$ cat src/rtl/pseq_consts.svh
// constant values of the program sequencer
`ifndef PSEQ_CONSTS_SVH
`define PSEQ_CONSTS_SVH
`define PSEQ_ADDR_W 11
`define PSEQ_WORD_W 14
`define PSEQ_LAST_PHASE 2'h3
`define PSEQ_ADDR_RESET 11'h000
`define PSEQ_VEC_EXT0 11'h004
`define PSEQ_VEC_EXT1 11'h008
`define PSEQ_VEC_TIMER 11'h00C
`define PSEQ_VEC_TBASE 11'h010
`define PSEQ_VEC_RTC 11'h014
`define PSEQ_LAST_PAGE 3'h7
`define PSEQ_PAGE_BITS 10:8
`define PSEQ_LOW_BITS 7:0
`define PSEQ_HIGH_BITS 13:8
`define PSEQ_STACK_DEPTH 4
`define PSEQ_IRQ_N 5
`define PSEQ_BUS_IDX_BITS 5:2
`define PSEQ_IDX_PC_LOW_BYTE 4'h6
`define PSEQ_IDX_TABLE_POINTER 4'h7
`define PSEQ_IDX_TABLE_HIGH_BYTE 4'h8
`define PSEQ_IDX_IRQ_CONTROL 4'hC
`define PSEQ_IDX_SEQ_STATUS 4'hD
`define PSEQ_IRQ_GLOBAL_BIT 0
`define PSEQ_IRQ_EN_BITS 5:1
`define PSEQ_IRQ_FLAG_BITS 12:8
`define PSEQ_STAT_IDX_BITS 2:0
`define PSEQ_STAT_HALT_BIT 4
`define PSEQ_SST_PERIODS 1024
`define PSEQ_SYS_PER_CLK 1
`define PSEQ_SST_CYCLES (`PSEQ_SST_PERIODS * `PSEQ_SYS_PER_CLK)
`endif

$ cat src/rtl/pseq_pkg.sv
// types shared by the program sequencer
`include "pseq_consts.svh"
package pseq_pkg;
	typedef logic [`PSEQ_ADDR_W-1:0] pseq_addr_t;
	typedef logic [`PSEQ_WORD_W-1:0] pseq_word_t;
	typedef enum logic [1:0] {ST_RUN, ST_HALT, ST_START} pseq_state_e;
endpackage : pseq_pkg

$ cat src/rtl/pseq_top.sv
// program sequencer: pipeline, program counter, stack and table reads
`timescale 1ns/100ps
`include "pseq_consts.svh"
module pseq_top #(
	parameter int STARTUP_CYCLES = `PSEQ_SST_CYCLES,
	parameter int STACK_DEPTH = `PSEQ_STACK_DEPTH
) (
	input wire logic core_clk,
	input wire logic rstn,
	input wire logic [5:0] avs_address,
	input wire logic avs_read,
	input wire logic avs_write,
	input wire logic [31:0] avs_writedata,
	output logic [31:0] avs_readdata,
	output logic avs_waitrequest,
	output pseq_pkg::pseq_addr_t rom_addr,
	input wire pseq_pkg::pseq_word_t rom_data,
	output pseq_pkg::pseq_word_t instr_word,
	output logic instr_valid,
	output logic [1:0] phase,
	input wire logic exec_jump,
	input wire logic exec_call,
	input wire logic exec_return_call,
	input wire logic exec_return_isr,
	input wire logic exec_skip,
	input wire logic exec_tab_cur,
	input wire logic exec_tab_last,
	input wire logic exec_halt,
	input wire pseq_pkg::pseq_addr_t exec_target,
	output logic [7:0] tab_low_data,
	output logic tab_low_we,
	input wire logic ext_irq0_n,
	input wire logic ext_irq1_n,
	input wire logic timer_ovf,
	input wire logic time_base_tick,
	input wire logic rtc_tick,
	input wire logic wake_req,
	output logic stack_full,
	output logic halted
);
	import pseq_pkg::*;

	localparam int CW = $clog2(STARTUP_CYCLES) + 1;
	localparam logic [2:0] FULL_IDX = 3'(STACK_DEPTH);

	// ----------------------------------------
	// state
	// ----------------------------------------
	pseq_state_e st_reg, st_next;
	logic [1:0] phase_reg;
	logic [CW-1:0] start_cnt_reg;
	pseq_addr_t prog_cnt_reg, prog_cnt_next;
	pseq_addr_t rom_addr_reg, rom_addr_next;
	pseq_word_t instr_reg, instr_next;
	logic valid_reg, valid_next;
	logic tab_cycle_reg;
	logic [7:0] table_pointer_reg;
	logic [7:0] table_high_byte_reg;
	logic [7:0] tab_low_reg;
	logic tab_we_reg;
	pseq_addr_t stack_mem [STACK_DEPTH];
	logic [2:0] stack_index_reg, stack_index_next;
	logic full_reg, halted_reg;
	logic [`PSEQ_IRQ_N-1:0] flags_reg, flags_next, enables_reg;
	logic global_reg, global_next;
	logic irq0_prev_reg, irq1_prev_reg;
	logic wait_reg;
	logic [31:0] rdata_reg;
	logic pcl_pend_reg;
	logic [7:0] pc_low_byte_wr_reg;

	// ----------------------------------------
	// decode
	// ----------------------------------------
	wire run = st_reg == ST_RUN;
	wire ph3 = phase_reg == `PSEQ_LAST_PHASE;
	wire step = ph3 & run;
	wire ev = step & valid_reg;
	wire do_call = ev & exec_call;
	wire do_jump = ev & (exec_jump | exec_call);
	wire do_ret = ev & (exec_return_call | exec_return_isr);
	wire do_skip = ev & exec_skip;
	wire do_tab = ev & (exec_tab_cur | exec_tab_last);
	wire do_halt = ev & exec_halt;
	wire ctrl_any = exec_jump | exec_call | exec_return_call |
		exec_return_isr | exec_skip | exec_tab_cur | exec_tab_last |
		exec_halt;
	wire busy = tab_cycle_reg | (valid_reg & ctrl_any);
	wire is_full = stack_index_reg == FULL_IDX;
	wire [`PSEQ_IRQ_N-1:0] irq_req = flags_reg & enables_reg;
	wire [`PSEQ_IRQ_N-1:0] irq_sel = irq_req & (~irq_req + 5'h01);
	wire irq_go = step & ~busy & ~pcl_pend_reg & global_reg &
		(|irq_req) & ~is_full;
	wire pcl_go = step & ~busy & pcl_pend_reg;
	wire flush = irq_go | pcl_go | do_jump | do_ret | do_skip | do_tab |
		do_halt;
	wire push = do_call | irq_go;
	wire pop = do_ret;

	// first source in bit order wins
	wire pseq_addr_t irq_vec = irq_sel[0] ? `PSEQ_VEC_EXT0 :
		irq_sel[1] ? `PSEQ_VEC_EXT1 :
		irq_sel[2] ? `PSEQ_VEC_TIMER :
		irq_sel[3] ? `PSEQ_VEC_TBASE : `PSEQ_VEC_RTC;

	wire pseq_addr_t short_jump = {prog_cnt_reg[`PSEQ_PAGE_BITS],
		pc_low_byte_wr_reg};
	wire pseq_addr_t tab_addr = exec_tab_last ?
		{`PSEQ_LAST_PAGE, table_pointer_reg} :
		{prog_cnt_reg[`PSEQ_PAGE_BITS], table_pointer_reg};

	// ----------------------------------------
	// counter and fetch
	// ----------------------------------------
	// skip and dummies simply advance: the dropped word is not replayed
	assign prog_cnt_next = !step ? prog_cnt_reg :
		irq_go ? irq_vec :
		pcl_go ? short_jump :
		do_jump ? exec_target :
		do_ret ? stack_mem[0] :
		(do_tab | do_halt) ? prog_cnt_reg :
		prog_cnt_reg + 11'h001;
	assign rom_addr_next = !step ? rom_addr_reg :
		do_tab ? tab_addr : prog_cnt_next;
	assign instr_next = (step & ~tab_cycle_reg) ? rom_data :
		instr_reg;
	// table cycle keeps the word fetched beside the table instruction
	assign valid_next = !step ? valid_reg :
		tab_cycle_reg ? 1'b1 : ~flush;
	assign stack_index_next = push ?
		(is_full ? stack_index_reg : stack_index_reg + 3'h1) :
		pop ? (stack_index_reg == 3'h0 ? stack_index_reg :
		stack_index_reg - 3'h1) : stack_index_reg;

	always_ff @(posedge core_clk or negedge rstn) begin
		if (!rstn) begin
			phase_reg <= 2'h0;
			prog_cnt_reg <= `PSEQ_ADDR_RESET;
			rom_addr_reg <= `PSEQ_ADDR_RESET;
			instr_reg <= '0;
			valid_reg <= 1'b0;
		end else begin
			phase_reg <= run ? phase_reg + 2'h1 : 2'h0;
			prog_cnt_reg <= prog_cnt_next;
			rom_addr_reg <= rom_addr_next;
			instr_reg <= instr_next;
			valid_reg <= valid_next;
		end
	end

	// ----------------------------------------
	// table read
	// ----------------------------------------
	always_ff @(posedge core_clk or negedge rstn) begin
		if (!rstn) begin
			tab_cycle_reg <= 1'b0;
			tab_we_reg <= 1'b0;
			tab_low_reg <= 8'h00;
			table_high_byte_reg <= 8'h00;
		end else begin
			tab_cycle_reg <= step ? do_tab : tab_cycle_reg;
			tab_we_reg <= step & tab_cycle_reg;
			if (step & tab_cycle_reg) begin
				tab_low_reg <= rom_data[`PSEQ_LOW_BITS];
				table_high_byte_reg <= {2'h0, rom_data[`PSEQ_HIGH_BITS]};
			end
		end
	end

	// ----------------------------------------
	// return stack
	// ----------------------------------------
	// shifting stack: a push when full pushes the oldest out the bottom
	always_ff @(posedge core_clk or negedge rstn) begin
		if (!rstn) begin
			for (int i = 0; i < STACK_DEPTH; i++) begin
				stack_mem[i] <= `PSEQ_ADDR_RESET;
			end
			stack_index_reg <= 3'h0;
			full_reg <= 1'b0;
		end else begin
			if (push) begin
				stack_mem[0] <= prog_cnt_reg;
				for (int i = 1; i < STACK_DEPTH; i++) begin
					stack_mem[i] <= stack_mem[i-1];
				end
			end else if (pop) begin
				for (int i = 0; i < STACK_DEPTH-1; i++) begin
					stack_mem[i] <= stack_mem[i+1];
				end
			end
			stack_index_reg <= stack_index_next;
			full_reg <= stack_index_next == FULL_IDX;
		end
	end

	// ----------------------------------------
	// interrupt requests
	// ----------------------------------------
	wire fall0 = irq0_prev_reg & ~ext_irq0_n;
	wire fall1 = irq1_prev_reg & ~ext_irq1_n;
	wire [`PSEQ_IRQ_N-1:0] set_vec = {rtc_tick, time_base_tick,
		timer_ovf, fall1, fall0};
	wire [3:0] bus_idx = avs_address[`PSEQ_BUS_IDX_BITS];
	wire bus_req = avs_read | avs_write;
	wire wr_fire = avs_write & ~wait_reg;
	wire irq_wr = wr_fire & (bus_idx == `PSEQ_IDX_IRQ_CONTROL);
	wire [`PSEQ_IRQ_N-1:0] ack_clr = irq_go ? irq_sel : '0;
	wire [`PSEQ_IRQ_N-1:0] sw_clr = irq_wr ?
		~avs_writedata[`PSEQ_IRQ_FLAG_BITS] : '0;
	// new events win over any clear in the same cycle
	assign flags_next = (flags_reg & ~ack_clr & ~sw_clr) | set_vec;
	assign global_next = irq_go ? 1'b0 :
		(do_ret & exec_return_isr) ? 1'b1 :
		irq_wr ? avs_writedata[`PSEQ_IRQ_GLOBAL_BIT] : global_reg;

	always_ff @(posedge core_clk or negedge rstn) begin
		if (!rstn) begin
			flags_reg <= '0;
			enables_reg <= '0;
			global_reg <= 1'b0;
			irq0_prev_reg <= 1'b1;
			irq1_prev_reg <= 1'b1;
		end else begin
			flags_reg <= flags_next;
			if (irq_wr) begin
				enables_reg <= avs_writedata[`PSEQ_IRQ_EN_BITS];
			end
			global_reg <= global_next;
			irq0_prev_reg <= ext_irq0_n;
			irq1_prev_reg <= ext_irq1_n;
		end
	end

	// ----------------------------------------
	// halt and start-up
	// ----------------------------------------
	wire start_done = start_cnt_reg == CW'(STARTUP_CYCLES - 1);

	always_comb begin
		st_next = st_reg;
		case (st_reg)
			ST_RUN: begin
				if (do_halt) begin
					st_next = ST_HALT;
				end
			end
			ST_HALT: begin
				if (wake_req | (|flags_reg)) begin
					st_next = ST_START;
				end
			end
			ST_START: begin
				if (start_done) begin
					st_next = ST_RUN;
				end
			end
			default: st_next = ST_RUN;
		endcase
	end

	always_ff @(posedge core_clk or negedge rstn) begin
		if (!rstn) begin
			st_reg <= ST_RUN;
			start_cnt_reg <= '0;
			halted_reg <= 1'b0;
		end else begin
			st_reg <= st_next;
			start_cnt_reg <= (st_reg == ST_START) ?
				start_cnt_reg + CW'(1) : '0;
			halted_reg <= st_next != ST_RUN;
		end
	end

	// ----------------------------------------
	// register bus
	// ----------------------------------------
	wire [31:0] rd_value =
		(bus_idx == `PSEQ_IDX_PC_LOW_BYTE) ?
			{24'h0, prog_cnt_reg[`PSEQ_LOW_BITS]} :
		(bus_idx == `PSEQ_IDX_TABLE_POINTER) ?
			{24'h0, table_pointer_reg} :
		(bus_idx == `PSEQ_IDX_TABLE_HIGH_BYTE) ?
			{24'h0, table_high_byte_reg} :
		(bus_idx == `PSEQ_IDX_IRQ_CONTROL) ?
			{19'h0, flags_reg, 2'h0, enables_reg, global_reg} :
		(bus_idx == `PSEQ_IDX_SEQ_STATUS) ?
			{27'h0, halted_reg, 1'b0, stack_index_reg} : 32'h0;
	wire pcl_wr = wr_fire & (bus_idx == `PSEQ_IDX_PC_LOW_BYTE);

	always_ff @(posedge core_clk or negedge rstn) begin
		if (!rstn) begin
			wait_reg <= 1'b1;
			rdata_reg <= 32'h0;
			pcl_pend_reg <= 1'b0;
			pc_low_byte_wr_reg <= 8'h00;
			table_pointer_reg <= 8'h00;
		end else begin
			wait_reg <= ~(bus_req & wait_reg);
			if (bus_req & wait_reg) begin
				rdata_reg <= rd_value;
			end
			pcl_pend_reg <= pcl_wr | (pcl_pend_reg & ~pcl_go);
			if (pcl_wr) begin
				pc_low_byte_wr_reg <= avs_writedata[`PSEQ_LOW_BITS];
			end
			if (wr_fire & (bus_idx == `PSEQ_IDX_TABLE_POINTER)) begin
				table_pointer_reg <= avs_writedata[`PSEQ_LOW_BITS];
			end
		end
	end

	assign avs_readdata = rdata_reg;
	assign avs_waitrequest = wait_reg;
	assign rom_addr = rom_addr_reg;
	assign instr_word = instr_reg;
	assign instr_valid = valid_reg;
	assign phase = phase_reg;
	assign tab_low_data = tab_low_reg;
	assign tab_low_we = tab_we_reg;
	assign stack_full = full_reg;
	assign halted = halted_reg;
endmodule : pseq_top

$ cat config.mk
export PLATFORM = sky130hd
export DESIGN_NAME = pseq_top
export DESIGN_NICKNAME = d
export VERILOG_FILES = /design/src/rtl/pseq_pkg.sv /design/src/rtl/pseq_top.sv
export VERILOG_INCLUDE_DIRS = /design/src /design/src/rtl
export SDC_FILE = /design/constraint.sdc
export NUM_CORES = 1
export LEC_CHECK = 0
export BUFFER_PORTS_ARGS = -buffer_cell sky130_fd_sc_hd__buf_2
export CAP_MARGIN = 25
export CORE_AREA = 10 10 136 138
export DETAILED_ROUTE_END_ITERATION = 10
export DIE_AREA = 0 0 146 148
export GPL_TIMING_DRIVEN = 0
export PLACE_DENSITY = 0.76
export SLEW_MARGIN = 20
export SYNTH_ARGS = -nofsm -noshare
export SYNTH_HDL_FRONTEND = slang
export SYNTH_SLANG_ARGS = --single-unit
$ cat constraint.sdc
create_clock -name core_clk -period 2.2 [get_ports core_clk]
set_input_delay 0.11 -clock core_clk [delete_from_list [all_inputs] [get_ports core_clk]]
set_output_delay 0.11 -clock core_clk [all_outputs]
set_load 0.03 [all_outputs]
# --- Word-level counts from Yosys, hierarchy flattened ---
# Index checks and enable logic that the tools add are counted.
totals:
  regBits: 180
  inputBits: 81
  out_inout_bits: 72
  wordCells: 153
classes:
  add_sub_neg: 6
  n_eq_ne: 11
  n_mux: 35
  n_bitwise: 66
  n_reduce_logical: 7
ops:
  columns: ["cell", "n"]
  rows:
  - ["11-bit 2-to-1 mux", 9]
  - ["33-bit 2-to-1 mux", 2]
  - ["13-bit 2-to-1 mux", 4]
  - ["5-bit 2-to-1 mux", 6]
  - ["1-bit AND", 26]
  - ["11-bit by 1-bit adder with 11-bit output, second input constant", 2]
  - ["1-bit OR", 21]
  - ["5-bit AND", 4]
  - ["5-bit inverter", 4]
  - ["3-bit 2-to-1 mux", 5]
  - ["4-bit == test, second input constant", 3]
  - ["11-bit by 10-bit == test with 1-bit output, second input constant", 1]
  - ["1-bit inverter", 10]
  - ["5-bit OR reduction", 2]
  - ["4-bit by 3-bit == test with 1-bit output, second input constant", 2]
  - ["2-bit 2-to-1 mux", 4]
  - ["3-bit == test, second input constant", 2]
  - ["2-bit case mux with 3 select lines", 1]
  - ["5-bit by 1-bit adder with 5-bit output, second input constant", 1]
  - ["5-bit OR", 1]
  - ["2-bit == test, second input constant", 2]
  - ["1-bit 2-to-1 mux", 4]
  - ["2-bit nonzero test", 2]
  - ["3-bit by 1-bit adder with 3-bit output, second input constant", 1]
  - ["6 further kinds", 6]

# --- Logic depth before layout (Yosys ltp) ---
# Gate-level depths: netlist of run 1.
logic_depth:
  ltp_word: 23
  mapped_depth: 11

# --- Worst setup path before layout of run 1 ---
# No wires, ideal clock.
synth_timing:
  path_kind: "flip-flop to flip-flop"
  start: "register phase_reg[0] (netlist: phase[0])"
  end: "register rom_addr_reg[9] (netlist: rom_addr[9])"
  arrival_ps: 2398
  required_time_ps: 2113
  path_slack_ps: -285
  path_stages_with_launch: 9
  path_buffers: 1
  period_less_slack_ps: 2485
  cell_sequence: "dfrtp_1 > ha_1 > nor4b_4 > and2_1 > and2_1 > buf_4 > a221oi_2 > or4_1 > a211oi_2"
synth_via:
  elab_chain_len: 12
  word_cells_on_any_way: 21
  classes_between: "eq/ne (1); mux (7); bitwise (13)"
synth_lines:
  columns: ["element", "line_no", "source"]
  rows:
  - ["start, declared", "pseq_top.sv:50", "logic [1:0] phase_reg;"]
  - ["start signal, assigned", "pseq_top.sv:143", "phase_reg <= run ? phase_reg + 2'h1 : 2'h0;"]
  - ["2-bit == test (no source line) *", null, null]
  - ["1-bit AND *", "pseq_top.sv:77", "wire step = ph3 & run;"]
  - ["1-bit AND", "pseq_top.sv:78", "wire ev = step & valid_reg;"]
  - ["1-bit AND, on equally long branches", "pseq_top.sv:83, pseq_top.sv:84", null]
  - ["1-bit OR", "pseq_top.sv:121", "(do_tab | do_halt) ? prog_cnt_reg :"]
  - ["11-bit 2-to-1 mux", "pseq_top.sv:121", null]
  - ["11-bit 2-to-1 mux", "pseq_top.sv:120", "do_ret ? stack_mem[0] :"]
  - ["11-bit 2-to-1 mux", "pseq_top.sv:119", "do_jump ? exec_target :"]
  - ["11-bit 2-to-1 mux", "pseq_top.sv:118", "pcl_go ? short_jump :"]
  - ["11-bit 2-to-1 mux", "pseq_top.sv:117", "irq_go ? irq_vec :"]
  - ["11-bit 2-to-1 mux", "pseq_top.sv:116", "assign prog_cnt_next = !step ? prog_cnt_reg :"]
  - ["11-bit 2-to-1 mux", "pseq_top.sv:124", "do_tab ? tab_addr : prog_cnt_next;"]
  - ["end signal, assigned", "pseq_top.sv:139", "rom_addr_reg <= `PSEQ_ADDR_RESET;"]
  - ["end signal, assigned", "pseq_top.sv:145", "rom_addr_reg <= rom_addr_next;"]
  - ["end, declared", "pseq_top.sv:53", "pseq_addr_t rom_addr_reg, rom_addr_next;"]
# Every way passes the cells marked *; elsewhere a longest branch is shown, timed or not.
# A chain may end at the register's enable or synchronous reset.

# --- Final worst setup path of run 1 ---
layout_timing:
  start: "register enables_reg[2]"
  end: "register stack_mem[9] (netlist name)"
layout_via:
  elab_chain_len: 5
layout_lines:
  columns: ["element", "line_no", "source"]
  rows:
  - ["start, declared", "pseq_top.sv:64", "logic [`PSEQ_IRQ_N-1:0] flags_reg, flags_next, enables_reg;"]
  - ["start signal, assigned", "pseq_top.sv:227", "enables_reg <= avs_writedata[`PSEQ_IRQ_EN_BITS];"]
  - ["5-bit AND", "pseq_top.sv:90", "wire [`PSEQ_IRQ_N-1:0] irq_req = flags_reg & enables_reg;"]
  - ["5-bit OR reduction", "pseq_top.sv:93", "(|irq_req) & ~is_full;"]
  - ["1-bit AND", "pseq_top.sv:92", "wire irq_go = step & ~busy & ~pcl_pend_reg & global_reg &"]
  - ["1-bit AND", "pseq_top.sv:93", null]
  - ["1-bit OR", "pseq_top.sv:97", "wire push = do_call | irq_go;"]
  - ["end signal, assigned by index", "pseq_top.sv:177", "stack_mem[i] <= `PSEQ_ADDR_RESET;"]
  - ["end signal, assigned by index", "pseq_top.sv:185", "stack_mem[i] <= stack_mem[i-1];"]
  - ["end signal, assigned by index", "pseq_top.sv:189", "stack_mem[i] <= stack_mem[i+1];"]
  - ["end, declared", "pseq_top.sv:61", "pseq_addr_t stack_mem [STACK_DEPTH];"]
# No other way between the ends.

==> impl_metrics.py, run 1 <==
metrics = {
    "grt": {
        "track_usage_pct": 21.07,
        "grt_pass1_wl_um": 36570,
        "top_usage_layer": "met2",
        "antenna_found_initial": 3,
        "met2_usage_pct": 34.03,
        "grt_use_met3_pct": 5.952,
        "grt_pass1_vias": 6687,
        "met1_usage_pct": 26.71,
        "gr-total-overflow": 0,
        "grt_max_degree": 98,
    },
    "synth": {
        "synth-compound-area-share_pct": 14.44,
        "synth_xor_area_share_pct": 1.572,
        "synthMuxAreaShare_pct": 11.01,
        "yosysSeqAreaShare_pct": 51.71,
        "syn_area_um2": 7799,
        "synth_fa_ha_area_share_pct": 0.9626,
        "synth_top_family_by_area": "simple AND/OR/NAND/NOR gates",
        "synth_cell_types": 67,
        "yosysWarnings": 0,
        "yosys.area_share.simple_pct": 15.69,
        "synthFlopType": "dfrtp_1",
        "synth-edff-count": 0,
        "synth_seq_cells": 161,
        "synthArstFlopShare_pct": 100.0,
        "synth.avg_cell_area_um2": 10.14,
        "synthCells": 769,
    },
    "detailed_routing": {
        "wirelength_um": 23530,
        "first_pass_iters": 5,
        "ant_nets": 0,
        "vias": 6866,
        "vias_per_cell": 5.750,
        "drc_errors": 0,
        "wl_per_cell_um": 19.71,
        "drt_iter0_drc": 710,
    },
    "critical_path": {
        "critical_path_arrival_ps": 2530,
        "worst-setup-path-type": "flop to flop",
        "critPathRequiredTime_ps": 2520,
        "critical_path.startpoint_type": "flop",
        "end_kind": "flop",
        "cp_max_fo": 10,
    },
    "clocking": {
        "cts_sinks": 161,
        "cts-root-buf": "clkbuf_16",
        "cts_max_level": 4,
        "numCtsBuffers": 17,
        "clk_pin_slew_ps": 70,
        "cts_max_path_buffers": 2,
        "cts_tree": "done",
        "clk_latency_ps": 440,
    },
    "timing": {
        "fmax_ghz": 0.4520,
        "grt_setup_unrepaired": "true",
        "holdWs_ps": 37.02,
        "fin_crit_ps": 2212,
        "final-setup-viol-count": 1,
        "slew_headroom_pct": 57.31,
        "clock_skew_ps": 11.38,
        "hold_viol": 0,
        "setup_slack_ps": -12.40,
        "slew_viol_final": 0,
        "post-route-period-util_pct": 100.6,
        "worst_pin_slew_ps": 640.3,
    },
    "die": {
        "rows": 46,
        "io_pins": 153,
        "core_area_um2": 15710,
        "die-area_um2": 21610,
        "dieHeight_um": 148,
        "die_w_um": 146,
        "start_util_pct": 49.63,
    },
    "power": {
        "p_per_area_nw_per_um2": 686.2,
        "power_leakage_nw": 4.916,
        "ir_worst_vdd_mv": 0.5561,
    },
    "status": {
        "violations": "negative setup slack",
        "run_status": "complete, but fails checks",
    },
    "layout": {
        "largest_register": "stack_mem",
        "largest_reg_flops": 44,
        "drive_gt1_share_pct": 32.38,
        "final_nets": 1050,
        "syn2layout_area_growth_pct": 30.42,
    },
    "run": {
        "drv_cap": 0,
    },
    "place": {
        "dp_hpwl_um": 15990,
        "gp_congestion": 0.9274,
        "port_buffers": 111,
        "place_ws_ps": -588.7,
    },
    "min_path": {
        "hold_path_class": "input pin to flop",
    },
}
[power by group]
group	leakage (nW)	internal, W	switching, W
Sequential	2.08	0.00309	0.0000985
Clock	0.287	0.00184	0.00128
Combinational	2.55	0.000301	0.000382
Total	4.92	0.00522	0.00176
[Yosys cell counts (6+ instances only)]
master	count	share of area [%]
a211oi_1	9	0.87
a21oi_1	22	1.4
a22o_1	9	1.0
a22oi_1	6	0.58
a31oi_1	38	3.0
and3_1	7	0.56
buf_2	12	0.77
buf_4	20	1.9
clkbuf_1	30	1.4
dfrtp_1	158	51
ha_1	6	0.96
mux2_2	61	8.8
mux2i_1	16	2.1
nand2_1	116	5.6
nand3_1	24	1.5
nor2_1	75	3.6
nor3_1	7	0.45
o21a_1	6	0.58
o21ai_0	34	2.2
o31ai_1	8	0.77
or3_1	6	0.48
xnor2_1	9	1.0
[path summary, 6_finish.rpt]
check,from,to,slack [ps],cells past startpoint
hold / removal,exec_target[6],prog_cnt_reg[6]$_DFF_PN0_,40,3
hold reg to reg,start_cnt_reg[0]$_DFF_PN0_,start_cnt_reg[0]$_DFF_PN0_,460,1
max in group asynchronous,rstn,stack_index_reg[1]$_DFF_PN0_,1140,3
min in group asynchronous,rstn,start_cnt_reg[0]$_DFF_PN0_,200,2
setup / recovery,enables_reg[2]$_DFFE_PN0P_,stack_mem[9]$_DFFE_PN0N_,-10,6
setup reg to reg,enables_reg[2]$_DFFE_PN0P_,stack_mem[9]$_DFFE_PN0N_,-10,6
[timing repair]
item                                    CTS  global route
buffers inserted                         11             5
endpoints found under the setup margin   92            67
pin swaps                                 7            13
gates resized for setup                  50            57
cloned                                    1             0
hold buffers                             36             0
hold endpoints to repair                124             0
[through the flow]
step	total power, W	TNS [ps]	area (um^2)	cells	utilization [%]
floorplan	0.003556	-1013	7900	787	-
global placement	0.003779	-253000	8726	1114	55.53
detailed placement	0.003800	-32530	8763	1115	55.77
CTS	0.006970	-9.793	9973	1192	63.47
global route	0.007200	-4134	10170	1194	64.73
finish	0.006980	-12.40	10170	1194	64.73
[layer usage]
metal	share of wire, %	routed length [um]
met2	49	11440
met5	0.055	13
met1	40	9378
met3	9.1	2151
met4	2.3	553
[cells in the final DEF, fill, tap and decap left out, types with 5 or more instances in the layout]
master	instances
a211oi_1	5
a211oi_2	5
a21oi_1	22
a22o_1	9
a22oi_1	6
a31oi_1	37
and3_1	7
buf_2	113
buf_4	37
buf_6	8
clkbuf_1	15
clkbuf_16	17
clkbuf_2	7
clkinvlp_4	5
conb_1	19
dfrtp_1	148
dfrtp_2	10
dlygate4sd3_1	36
mux2_2	51
mux2_4	11
mux2i_1	15
nand2_1	114
nand2b_1	5
nand3_1	24
nor2_1	71
nor2b_1	5
nor3_1	6
o21a_1	6
o21ai_0	31
o22ai_1	5
o31ai_1	8
or3_1	6
xnor2_1	9
xor2_1	5
[final cells by class]
cell class / count / area (um^2)
diodes: 2 / 5.005
plain buffers: 58 / 384.1
clock buffers: 19 / 442.9
clock inverters: 13 / 177.7
fillers: 1201 / 5542
inverters: 5 / 18.77
multi-input cells: 555 / 3711
flip-flops and latches: 161 / 4045
well taps: 216 / 270.3
repair buffers: 165 / 1116
[logic make-up after synthesis]
family,Yosys count
AND/OR/NAND/NOR,271
AO/OA/AOI/OAI,167
flip-flops,161
multiplexers,78
buffers and inverters,71
XOR/XNOR,14
adder cells (fa/ha/maj),6
other,1
[critical path, cell delays in order (launching register included)]
cell	delay, ps
dfrtp_1	400
a222oi_1	410
nand3_1	220
and4_4	290
nor2_4	200
buf_4	250
mux2_4	320
Note: power is estimated with default switching activity, not from simulation.
==> run 2: changes to the inputs <==
GPL_TIMING_DRIVEN = unset   (was 0)
SLEW_MARGIN = 0   (was 20)
==> run 2 against run 1 <==
Effect of this change:
- the run still ends with negative setup slack left
- critical path depth did not move
- sequential power barely moved
- utilization rose by 0.26 points
- largest cell class unchanged
==> impl_metrics.py, run 2 (same netlist as run 1, synthesis figures left out) <==
metrics = {
    "grt": {
        "grt_pass1_vias": 6927,
        "grt_max_degree": 68,
        "gr-total-overflow": 0,
        "grt_pass1_wl_um": 36720,
        "antenna_found_initial": 1,
        "track_usage_pct": 21.04,
    },
    "place": {
        "port_buffers": 112,
        "dp_hpwl_um": 15780,
        "gp_congestion": 0.9657,
        "place_ws_ps": -170.4,
    },
    "clocking": {
        "cts-root-buf": "clkbuf_16",
        "cts_max_level": 4,
        "cts_sinks": 161,
        "clk_pin_slew_ps": 70,
        "clk_latency_ps": 440,
        "cts_tree": "done",
        "numCtsBuffers": 17,
        "cts_max_path_buffers": 2,
    },
    "critical_path": {
        "end_kind": "flop",
        "ff2ff_path_depth": 6,
        "rrSetupSlack_ps": -120,
        "critical_path_arrival_ps": 2660,
        "critPathRequiredTime_ps": 2540,
        "critical_path.startpoint_type": "flop",
        "cp_max_fo": 5,
        "rr_endpoint": "rom_addr[9]$_DFFE_PN0P_",
        "worst-setup-path-type": "flop to flop",
        "r2r_start": "flags_reg[2]$_DFF_PN0_",
    },
    "timing": {
        "slew_headroom_pct": 57.72,
        "clock_skew_ps": 14.32,
        "grt_setup_unrepaired": "true",
        "fmax_ghz": 0.4316,
        "slew_viol_final": 0,
        "hold_viol": 0,
        "worst_pin_slew_ps": 629.9,
        "fin_crit_ps": 2317,
        "post-route-period-util_pct": 105.3,
        "setup_slack_ps": -117.1,
        "final-setup-viol-count": 10,
    },
    "layout": {
        "final_nets": 1068,
        "drive_gt1_share_pct": 33.40,
        "layout_common_cells": "dfrtp_1, nand2_1, buf_2, buf_4, nor2_1",
        "largest_register": "stack_mem",
        "syn2layout_area_growth_pct": 30.95,
        "largest_reg_flops": 44,
        "layout_commonest_cell": "dfrtp_1",
    },
    "die": {
        "die_w_um": 146,
        "rows": 46,
        "io_pins": 153,
        "dieHeight_um": 148,
        "die-area_um2": 21610,
        "core_area_um2": 15710,
        "start_util_pct": 49.63,
    },
    "min_path": {
        "hold_path_class": "input pin to flop",
        "whs_endpoint": "prog_cnt_reg[6]$_DFF_PN0_",
        "hold_path_startpoint": "exec_target[6]",
        "hold_depth": 3,
    },
    "power": {
        "ir_worst_vdd_mv": 0.5888,
        "power_leakage_nw": 5.008,
        "p_per_area_nw_per_um2": 674.1,
        "total_power_w": 0.006884,
    },
    "detailed_routing": {
        "wirelength_um": 23600,
        "drt_iter0_drc": 624,
        "first_pass_iters": 5,
        "vias_per_cell": 5.719,
        "wl_per_cell_um": 19.49,
        "ant_nets": 0,
        "drc_errors": 0,
        "vias": 6926,
    },
    "run": {
        "drv_cap": 0,
    },
    "status": {
        "violations": "negative setup slack",
        "run_status": "complete, but fails checks",
    },
}
[run 2: changes by cell type in the layout (fill, tap and decap cells not counted), moves of 5 or more]
cell        change
mux2_4         -11
buf_4          +47
clkbuf_2        -7
mux2_2         +10
dfrtp_2         -7
clkinvlp_4      -5
clkbuf_1       -13
clkinv_4        +5
dfrtp_1         +7
[run 2: through the flow]
stage / setup TNS (ps) / util, % / cells / hold WS, ps / area [um^2]
6_report: -339.0 / 64.99 / 1211 / 53.10 / 10210
3_3_place_gp: -468.2 / 57.46 / 1130 / 82.05 / 9029
3_5_place_dp: -1114 / 57.46 / 1130 / 78.29 / 9029
4_1_cts: 0 / 64.24 / 1209 / 44.00 / 10090
5_1_grt: -558.2 / 64.99 / 1211 / 50.36 / 10210
2_1_floorplan: -1013 / - / 787 / -185.6 / 7900
[run 2: critical path: stages, from the launching register on]
cell      delay [ps]
dfrtp_1          390
a222oi_1         490
nand3_1          240
and4_4           260
buf_6            130
or4_4            510
a211oi_2         200
[run 2: timing repair]
item / 4_1_cts / 5_1_grt
gates resized for setup: 13 / 18
pin swaps: 7 / 10
hold endpoints to repair: 107 / 0
endpoints found under the setup margin: 28 / 36
buffers inserted: 13 / 2
hold buffers: 35 / 0
gates cloned: 0 / 2
[run 2: how the worst max path moves through the flow]
stage | from | to | slack (ps) | cells after the start
2_1_floorplan | flags_reg[2]$_DFF_PN0_ | stack_mem[9]$_DFFE_PN0N_ | -60 | 7
3_3_place_gp | flags_reg[2]$_DFF_PN0_ | rom_addr[9]$_DFFE_PN0P_ | -130 | 6
3_5_place_dp | flags_reg[2]$_DFF_PN0_ | rom_addr[9]$_DFFE_PN0P_ | -170 | 6
4_1_cts | enables_reg[2]$_DFFE_PN0P_ | rom_addr[4]$_DFFE_PN0P_ | 0.0007 | 13
5_1_grt | flags_reg[2]$_DFF_PN0_ | rom_addr[9]$_DFFE_PN0P_ | -110 | 6
6_report | flags_reg[2]$_DFF_PN0_ | rom_addr[9]$_DFFE_PN0P_ | -120 | 6
[run 2: report_power, final]
group | internal, W | leakage, nW | switching, W | total (W)
sequential | 0.00308 | 2.09 | 0.0000954 | 0.00318
combinational | 0.000367 | 2.64 | 0.000424 | 0.000791
clock | 0.00162 | 0.283 | 0.00129 | 0.00291
total | 0.00507 | 5.01 | 0.00181 | 0.00688
[run 2: layer usage]
layer	GRT usage [%]	routed length (um)	vias up
li1	-	-	3131
met1	25.95	9676	3416
met2	34.73	11380	320
met3	5.433	1891	59
met4	8.208	651	0
met5	0	0	-
[run 2: layout make-up]
type / count / area, um^2
Timing Repair Buffer: 240 / 1680
Clock inverter: 12 / 127.6
Inverter: 5 / 18.77
Fill cell: 1148 / 5500
Sequential cell: 161 / 4036
Multi-Input combinational cell: 556 / 3630
Antenna cell: 1 / 2.502
Tap cell: 216 / 270.3
Clock buffer: 20 / 446.7
